`src/rtl/epa_map.svh`:
```
// Register offsets, field positions and widths of the enable pin assignment registers.
// Assumes inclusion by the package and the design modules; definitions only.
`ifndef EPA_MAP_SVH
`define EPA_MAP_SVH
`define EPA_ADDR_W          8
`define EPA_DATA_W          8
`define EPA_OFS_PIN_A_CONV  8'h30
`define EPA_OFS_PIN_B_LIN   8'h31
`define EPA_A_CONV4_BIT     5
`define EPA_A_CONV1_BIT     2
`define EPA_A_LIN10_BIT     1
`define EPA_A_LIN9_BIT      0
`define EPA_A_USED_MASK     8'h3f
`define EPA_ZERO_BYTE       8'h00
`define EPA_OTP_A_DEFAULT   8'h04
`define EPA_OTP_B_DEFAULT   8'h18
`define EPA_A_CONV3_BIT     4
`define EPA_A_RESERVED_BITS_HI_BIT   7
`define EPA_A_RESERVED_BITS_LO_BIT   6
`define EPA_A_FIELD_W       6
`define EPA_B_FIELD_W       8
`define EPA_OUT_CONV4       3
`define EPA_OUT_CONV3       2
`define EPA_OUT_CONV1       0
`define EPA_CONV_LO_W       3
`define EPA_LIN_HI_W        2
`define EPA_LIN_LO_W        8
`define EPA_RESERVED_BITS_ZERO       2'h0
`define EPA_PIN_IDLE        1'h0
`define EPA_CONV_REQ_OFF    4'h0
`define EPA_LIN_HI_REQ_OFF  2'h0
`define EPA_LIN_LO_REQ_OFF  8'h00
`endif

```
`src/rtl/epa_pkg.sv`:
```
// Types shared by the enable pin assignment register bank.
// Assumes epa_map.svh is on the include path.
`include "epa_map.svh"
package epa_pkg;
  typedef logic [`EPA_DATA_W-1:0] epa_byte_t;
  typedef logic [`EPA_ADDR_W-1:0] epa_addr_t;
endpackage

```
`src/rtl/epa_regs.sv`:
```
// Enable pin assignment register bank: pin A to converters and top linear regulators,
// pin B to linear regulators 1..8.
// Assumes a simple synchronous byte register port from the serial interface logic and
// a one-time-programmable default presented as stable straps.
//
// Overview of operation
// - Bit 5 of register 30h lets pin A drive step-down converter 4.
// - Bits 4..2 of 30h let pin A drive converters 3..1.
// - Bits 1..0 of 30h let pin A drive linear regulators 10 and 9.
// - Bits 7..6 of 30h are reserved, read zero, writes ignored.
// - Bits 7..0 of 31h let pin B drive linear regulators 8..1.
// - Power-on reset restores both registers to defaults, discarding writes.
`timescale 1ns/10ps
`include "epa_map.svh"
module epa_regs
  import epa_pkg::*;
#(
  parameter epa_byte_t OTP_A = `EPA_OTP_A_DEFAULT, // Default pin A assignment
  parameter epa_byte_t OTP_B = `EPA_OTP_B_DEFAULT  // Default pin B assignment
) (
  input  wire logic       REF_CLK,        // 40 MHz clock
  input  wire logic       RSTN,           // Power-on reset, sync, active low
  input  wire epa_addr_t  REG_ADDR,       // Register address
  input  wire logic       REG_WR,         // Write strobe
  input  wire epa_byte_t  REG_WDATA,      // Write data
  output epa_byte_t       REG_RDATA,      // Read data, registered
  input  wire logic       ENABLE_PIN_A,   // Pin A, asynchronous
  input  wire logic       ENABLE_PIN_B,   // Pin B, asynchronous
  output logic [3:0]      CONV_PIN_REQ,   // Pin request, converters 4..1
  output logic [1:0]      LIN_HI_PIN_REQ, // Pin request, linear regulators 10..9
  output logic [7:0]      LIN_LO_PIN_REQ  // Pin request, linear regulators 8..1
);
  epa_byte_t   pin_a_converter_assign_r, pin_a_converter_assign_nxt;
  epa_byte_t   pin_b_linear_assign_r, pin_b_linear_assign_nxt;
  epa_byte_t   rdata_nxt;
  logic        pin_a_meta_r, pin_a_meta_nxt;
  logic        pin_a_sync_r, pin_a_sync_nxt;
  logic        pin_b_meta_r, pin_b_meta_nxt;
  logic        pin_b_sync_r, pin_b_sync_nxt;
  logic [5:0]  a_req;
  logic [7:0]  b_req;
  logic [3:0]  conv_nxt;
  logic [1:0]  lin_hi_nxt;
  logic [7:0]  lin_lo_nxt;

  // Next values of both registers and the read data
  always_comb begin
    pin_a_converter_assign_nxt = pin_a_converter_assign_r;
    pin_b_linear_assign_nxt    = pin_b_linear_assign_r;
    if (REG_WR && REG_ADDR == `EPA_OFS_PIN_A_CONV) begin
      pin_a_converter_assign_nxt = REG_WDATA & `EPA_A_USED_MASK;
    end
    if (REG_WR && REG_ADDR == `EPA_OFS_PIN_B_LIN) begin
      pin_b_linear_assign_nxt = REG_WDATA;
    end
    case (REG_ADDR)
      `EPA_OFS_PIN_A_CONV: rdata_nxt = pin_a_converter_assign_r & `EPA_A_USED_MASK;
      `EPA_OFS_PIN_B_LIN:  rdata_nxt = pin_b_linear_assign_r;
      default:             rdata_nxt = `EPA_ZERO_BYTE;
    endcase
  end

  // Pin gating for both pins
  epa_gate #(.N(`EPA_A_FIELD_W)) u_gate_a (
    .pin_lvl     (pin_a_sync_r),
    .assign_bits (pin_a_converter_assign_r[`EPA_A_CONV4_BIT:`EPA_A_LIN9_BIT]),
    .req         (a_req)
  );
  epa_gate #(.N(`EPA_B_FIELD_W)) u_gate_b (
    .pin_lvl     (pin_b_sync_r),
    .assign_bits (pin_b_linear_assign_r),
    .req         (b_req)
  );

  // Map requests onto regulator outputs
  always_comb begin
    conv_nxt   = a_req[`EPA_A_CONV4_BIT:`EPA_A_CONV1_BIT];
    // linear 10 and 9 from pin A
    lin_hi_nxt = a_req[`EPA_A_LIN10_BIT:`EPA_A_LIN9_BIT];
    lin_lo_nxt = b_req;
  end

  // Pin synchronisers: two flops per pin before any logic reads the level
  always_comb begin
    pin_a_meta_nxt = ENABLE_PIN_A;
    pin_a_sync_nxt = pin_a_meta_r;
    pin_b_meta_nxt = ENABLE_PIN_B;
    pin_b_sync_nxt = pin_b_meta_r;
  end

  // Synchroniser flops; cleared in reset so no stale pin level outlives it
  always_ff @(posedge REF_CLK) begin
    if (!RSTN) begin
      pin_a_meta_r <= `EPA_PIN_IDLE;
      pin_a_sync_r <= `EPA_PIN_IDLE;
      pin_b_meta_r <= `EPA_PIN_IDLE;
      pin_b_sync_r <= `EPA_PIN_IDLE;
    end else begin
      pin_a_meta_r <= pin_a_meta_nxt;
      pin_a_sync_r <= pin_a_sync_nxt;
      pin_b_meta_r <= pin_b_meta_nxt;
      pin_b_sync_r <= pin_b_sync_nxt;
    end
  end

  // Register bank and read data; sync reset reloads the programmed defaults
  always_ff @(posedge REF_CLK) begin
    if (!RSTN) begin
      pin_a_converter_assign_r <= OTP_A & `EPA_A_USED_MASK;
      pin_b_linear_assign_r    <= OTP_B;
      REG_RDATA                <= `EPA_ZERO_BYTE;
    end else begin
      pin_a_converter_assign_r <= pin_a_converter_assign_nxt;
      pin_b_linear_assign_r    <= pin_b_linear_assign_nxt;
      REG_RDATA                <= rdata_nxt;
    end
  end

  // Pin request outputs; one stage so every output leaves a flop
  always_ff @(posedge REF_CLK) begin
    if (!RSTN) begin
      CONV_PIN_REQ   <= `EPA_CONV_REQ_OFF;
      LIN_HI_PIN_REQ <= `EPA_LIN_HI_REQ_OFF;
      LIN_LO_PIN_REQ <= `EPA_LIN_LO_REQ_OFF;
    end else begin
      CONV_PIN_REQ   <= conv_nxt;
      LIN_HI_PIN_REQ <= lin_hi_nxt;
      LIN_LO_PIN_REQ <= lin_lo_nxt;
    end
  end

  // Checks on the register bank and the pin paths. The four per-output gating checks and
  // the two register read value checks skip the edge after reset: outputs are cleared there
  // while the sampled state may not be, since reset may last a single edge.
  // Reserved bits never read back
  a_reserved_bits_zero: assert property (@(posedge REF_CLK) disable iff (!RSTN)
    $past(REG_ADDR) == `EPA_OFS_PIN_A_CONV |->
      REG_RDATA[`EPA_A_RESERVED_BITS_HI_BIT:`EPA_A_RESERVED_BITS_LO_BIT] == `EPA_RESERVED_BITS_ZERO)
    else $error("Reserved bits read nonzero");

  // Converter 4 follows pin A only when assigned
  a_conv4_gate: assert property (@(posedge REF_CLK) disable iff (!RSTN)
    $past(RSTN) |-> CONV_PIN_REQ[`EPA_OUT_CONV4] ==
      $past(pin_a_sync_r & pin_a_converter_assign_r[`EPA_A_CONV4_BIT]))
    else $error("Converter 4 request wrong");

  // Converters 3..1 follow pin A when assigned
  a_conv_low: assert property (@(posedge REF_CLK) disable iff (!RSTN)
    $past(RSTN) |-> CONV_PIN_REQ[`EPA_OUT_CONV3:`EPA_OUT_CONV1] ==
      $past({`EPA_CONV_LO_W{pin_a_sync_r}} &
      pin_a_converter_assign_r[`EPA_A_CONV3_BIT:`EPA_A_CONV1_BIT]))
    else $error("Converter 3..1 request wrong");

  // Linear 10 and 9 follow pin A when assigned
  a_lin_hi: assert property (@(posedge REF_CLK) disable iff (!RSTN)
    $past(RSTN) |-> LIN_HI_PIN_REQ ==
      $past({`EPA_LIN_HI_W{pin_a_sync_r}} &
      pin_a_converter_assign_r[`EPA_A_LIN10_BIT:`EPA_A_LIN9_BIT]))
    else $error("Linear 10/9 request wrong");

  // Linear 8..1 follow pin B when assigned
  a_lin_lo: assert property (@(posedge REF_CLK) disable iff (!RSTN)
    $past(RSTN) |-> LIN_LO_PIN_REQ ==
      $past({`EPA_LIN_LO_W{pin_b_sync_r}} & pin_b_linear_assign_r))
    else $error("Linear 8..1 request wrong");

  // Reset restores the pin B default
  a_reset_dflt: assert property (@(posedge REF_CLK)
    !RSTN |=> pin_b_linear_assign_r == OTP_B)
    else $error("Pin B default not restored");

  // Pin A default comes from OTP value
  a_otp_load: assert property (@(posedge REF_CLK)
    !RSTN |=> pin_a_converter_assign_r == (OTP_A & `EPA_A_USED_MASK))
    else $error("Pin A default not restored");

  // Write then read returns written pin B byte
  a_wr_rd_b: assert property (@(posedge REF_CLK) disable iff (!RSTN)
    (REG_WR && REG_ADDR == `EPA_OFS_PIN_B_LIN) ##1
      (!REG_WR && REG_ADDR == `EPA_OFS_PIN_B_LIN) |=> REG_RDATA == $past(REG_WDATA, 2))
    else $error("Pin B readback wrong");

  // A write to the pin A register lands with the reserved bits dropped
  a_wr_a_mask: assert property (@(posedge REF_CLK) disable iff (!RSTN)
    REG_WR && REG_ADDR == `EPA_OFS_PIN_A_CONV |=>
      pin_a_converter_assign_r == ($past(REG_WDATA) & `EPA_A_USED_MASK))
    else $error("Pin A write not masked");

  // A write to the pin B register lands whole
  a_wr_b_land: assert property (@(posedge REF_CLK) disable iff (!RSTN)
    REG_WR && REG_ADDR == `EPA_OFS_PIN_B_LIN |=> pin_b_linear_assign_r == $past(REG_WDATA))
    else $error("Pin B write lost");

  // Reserved bits are never held in the pin A register
  a_reserved_bits_held: assert property (@(posedge REF_CLK) disable iff (!RSTN)
    pin_a_converter_assign_r[`EPA_A_RESERVED_BITS_HI_BIT:`EPA_A_RESERVED_BITS_LO_BIT] == `EPA_RESERVED_BITS_ZERO)
    else $error("Reserved bits stored");

  // Read data mirrors the pin B register addressed one edge earlier
  a_rd_b_value: assert property (@(posedge REF_CLK) disable iff (!RSTN)
    $past(RSTN) && $past(REG_ADDR) == `EPA_OFS_PIN_B_LIN |->
      REG_RDATA == $past(pin_b_linear_assign_r))
    else $error("Pin B read data wrong");

  // Read data mirrors the pin A register addressed one edge earlier
  a_rd_a_value: assert property (@(posedge REF_CLK) disable iff (!RSTN)
    $past(RSTN) && $past(REG_ADDR) == `EPA_OFS_PIN_A_CONV |->
      REG_RDATA == $past(pin_a_converter_assign_r))
    else $error("Pin A read data wrong");

  // A low pin A leaves converters and linear 10/9 without a request
  a_pin_a_idle: assert property (@(posedge REF_CLK) disable iff (!RSTN)
    !pin_a_sync_r |=> CONV_PIN_REQ == `EPA_CONV_REQ_OFF &&
      LIN_HI_PIN_REQ == `EPA_LIN_HI_REQ_OFF)
    else $error("Pin A idle but request raised");

  // A low pin B leaves linear 8..1 without a request
  a_pin_b_idle: assert property (@(posedge REF_CLK) disable iff (!RSTN)
    !pin_b_sync_r |=> LIN_LO_PIN_REQ == `EPA_LIN_LO_REQ_OFF)
    else $error("Pin B idle but request raised");
endmodule

```
`src/rtl/epa_gate.sv`:
```
// Per-regulator pin gating: an assigned pin drives that regulator's pin request.
// Assumes pin level already synchronised to REF_CLK.
`timescale 1ns/10ps
`include "epa_map.svh"
module epa_gate #(
  parameter int N = 8
) (
  input  wire logic         pin_lvl,  // Synchronised pin level
  input  wire logic [N-1:0] assign_bits, // Assignment bits
  output logic      [N-1:0] req      // Pin request per regulator
);
  // One gate per regulator
  genvar g;
  generate
    for (g = 0; g < N; g++) begin : g_bit
      assign req[g] = pin_lvl & assign_bits[g];
    end
  endgenerate
endmodule

```
`config.mk`:
```
export PLATFORM = sky130hd
export DESIGN_NAME = epa_regs
export DESIGN_NICKNAME = d
export VERILOG_FILES = /design/src/rtl/epa_pkg.sv /design/src/rtl/epa_regs.sv /design/src/rtl/epa_gate.sv
export VERILOG_INCLUDE_DIRS = /design/src /design/src/rtl
export SDC_FILE = /design/constraint.sdc
export NUM_CORES = 1
export LEC_CHECK = 0
export BUFFER_PORTS_ARGS = -buffer_cell sky130_fd_sc_hd__buf_2
export CORE_ASPECT_RATIO = 0.75
export CORE_MARGIN = 2
export CORE_UTILIZATION = 52
export DETAILED_ROUTE_END_ITERATION = 12
export PLACE_DENSITY = 0.84
export SLEW_MARGIN = 5
export SYNTH_ARGS = -nofsm -noshare
export SYNTH_HDL_FRONTEND = slang
export SYNTH_SLANG_ARGS = --single-unit
```
`constraint.sdc`:
```
create_clock -name REF_CLK -period 1.9 [get_ports REF_CLK]
set_input_delay 0.19 -clock REF_CLK [delete_from_list [all_inputs] [get_ports REF_CLK]]
set_output_delay 0.19 -clock REF_CLK [all_outputs]
set_load 0.01 [all_outputs]
```
==> impl_metrics.ini <==
[floorplanning]
die_h_um = 48.2
rows = 15
design.core.area_um2 = 2380
die_area_um2 = 3030
io_pins = 43
start_util_pct = 56.9
die_w_um = 62.9

[hold_path]
hp-class = primary input to flip-flop

[placement]
preCtsSetupSlack_ns = 0.458
hpwl_mm = 1.90
dp_cells = 195
gp_congestion = 0.777
portBuffers = 42

[sta]
slew_headroom_pct = 74.0
tns_ns = 0
rsz0062_at_grt = no
max_freq_ghz = 0.926
hold-worst-slack_ns = 0.0608
fin_crit_sh_pct = 56.9
setup_violations = 0
period_minus_slack_ns = 1.08
fin_ws_ns = 0.820
fin_skew_ns = 0.0123
maxSlewViolCount = 0
worst_pin_slew_ns = 0.390
finalHoldViolations = 0

[cts]
hold_buffers = 0
cts_sinks = 40
htreeDepth = 2
post_cts_buffers = 0
cts_resized = 0
clock_path_buffers = 2
ctsRootBufferMaster = clkbuf_4
numCtsBuffers = 5
tritoncts = done
clk-insertion-delay-late_ns = 0.34
clk_pin_slew_ns = 0.11

[setup_path]
crit_chain = buf_2 > nor4_4 > and4b_1 > mux2i_1
worstPathArrival_ns = 1.35
startpoint_type = primary input
required_ns = 2.17
path_class = primary input to flip-flop
crit_path_max_incr_delay_ns = 0.46
crit_buf_inv = 1
path_delay_family = simple AND/OR/NAND/NOR gates
slowest_stage = and4b_1
path_max_fanout = 6
endpoint_kind = flip-flop

[final_layout]
diodes = 0
final_cell_mix = buf_2 (42), dfxtp_1 (40), nand2_1 (20), mux2i_1 (20), and3_1 (14)
area_growth_pct = 21.5
nets = 189
fin_cells = 202
final_common_cell = buf_2
drive_gt1_share_pct = 31.0

[yosys]
syn_area_per_cell_um2 = 10.9
syn_nets = 145
synth-seq-cells = 40
seq_area_frac_synth_pct = 59.1
ys_types = 15
synth_area_um2 = 1360
yosysWarnings = 0
synth_cells = 124

[grt]
antenna_found_initial = 0
grt_pass1_wl_mm = 4.13
grt_overflow = 0
grt_pass1_vias = 907
grt_start_max_net_pins = 28
grt_usage_pct = 18.9

[detailed_routing]
wirelength_mm = 2.52
drtPass1Iterations = 4
avgViaCountPerCell = 4.90
vias = 990
wl_per_cell_um = 12.5
met2_length_mm = 1.16
met3WireLength_um = 127
route.top_layer_used = met4
drc = 0
wl_met1_mm = 1.17
ant_nets = 0
drt_iter0_markers = 39

[flow_run]
cap_violations = 0

[power]
pwr_density_cell_nw_per_um2 = 827
ir_drop_mv = 0.511
leakage_nw = 0.848

[status]
status = completed
[layout make-up]
| type | instances | area, um^2 |
|---|---|---|
| Fill cell | 183 | 737 |
| Clock buffer | 7 | 65.1 |
| Multi-Input combinational cell | 78 | 520 |
| Tap cell | 34 | 42.5 |
| Sequential cell | 40 | 801 |
| Timing Repair Buffer | 43 | 218 |
[path summary, 6_finish.rpt]
| kind | slack [ns] | startpoint | depth (start not counted) | end |
|---|---|---|---|---|
| worst min-delay path | 0.06 | ENABLE_PIN_B | 2 | pin_b_meta_r$_SDFF_PN0_ |
| worst max register to register | 1.14 | pin_b_sync_r$_SDFF_PN0_ | 1 | LIN_LO_PIN_REQ[2]$_SDFF_PN0_ |
| worst max-delay path | 0.82 | REG_ADDR[6] | 4 | pin_a_converter_assign_r[5]$_SDFFE_PN0P_ |
| worst min register to register | 0.45 | pin_b_meta_r$_SDFF_PN0_ | 1 | pin_b_sync_r$_SDFF_PN0_ |
[logic make-up (layout without fill, tap and decap cells)]
group | after synthesis | count (layout) | synth area share [%]
and+or+nand+nor | 58 | 58 | 23.6
DFF | 40 | 40 | 59.1
muxes | 20 | 20 | 14.8
buffers and inverters | 6 | 50 | 2.49
[synthesized netlist by cell type]
| cell | number | area [um^2] |
|---|---|---|
| nand2_1 | 20 | 75.1 |
| clkbuf_1 | 4 | 15.0 |
| nand3_2 | 1 | 10.0 |
| mux2i_1 | 20 | 200 |
| nor4_4 | 1 | 21.3 |
| dfxtp_1 | 40 | 801 |
| nor2b_1 | 6 | 37.5 |
| and2_1 | 4 | 25.0 |
| and3b_1 | 1 | 8.76 |
| nand3_1 | 1 | 5.00 |
| buf_6 | 1 | 11.3 |
| and3_1 | 14 | 87.6 |
| and4b_1 | 2 | 20.0 |
| nor2_1 | 8 | 30.0 |
| buf_4 | 1 | 7.51 |
[registers in the layout (all words and copies together), names as in the netlist]
| register | count |
|---|---|
| LIN_HI_PIN_REQ | 2 |
| pin_a_sync_r | 1 |
| pin_b_meta_r | 1 |
| pin_b_sync_r | 1 |
| pin_b_linear_assign_r | 8 |
| REG_RDATA | 8 |
| LIN_LO_PIN_REQ | 8 |
| CONV_PIN_REQ | 4 |
| pin_a_converter_assign_r | 6 |
| pin_a_meta_r | 1 |
[through the flow]
| step | total power [W] | util [%] | instance area, um^2 |
|---|---|---|---|
| floorplan | 0.000899 | - | 1360 |
| global placement | 0.000929 | 66.4 | 1580 |
| detailed placement | 0.000931 | 66.4 | 1580 |
| CTS | 0.00137 | 69.1 | 1650 |
| global route | 0.00141 | 69.1 | 1650 |
| finish | 0.00136 | 69.1 | 1650 |
[metal layers]
layer | up-vias | GRT usage (%)
li1 | 498 | -
met1 | 455 | 22.1
met2 | 31 | 31.9
met3 | 6 | 5.54
met4 | 0 | 13.3
met5 | - | 0
[power breakdown]
part / switching [W] / internal [W] / total, W
Sequential: 0.00000411 / 0.000844 / 0.000848
Clock: 0.000239 / 0.000210 / 0.000449
Combinational: 0.0000333 / 0.0000311 / 0.0000643
Power figures use the tool's default switching activity.
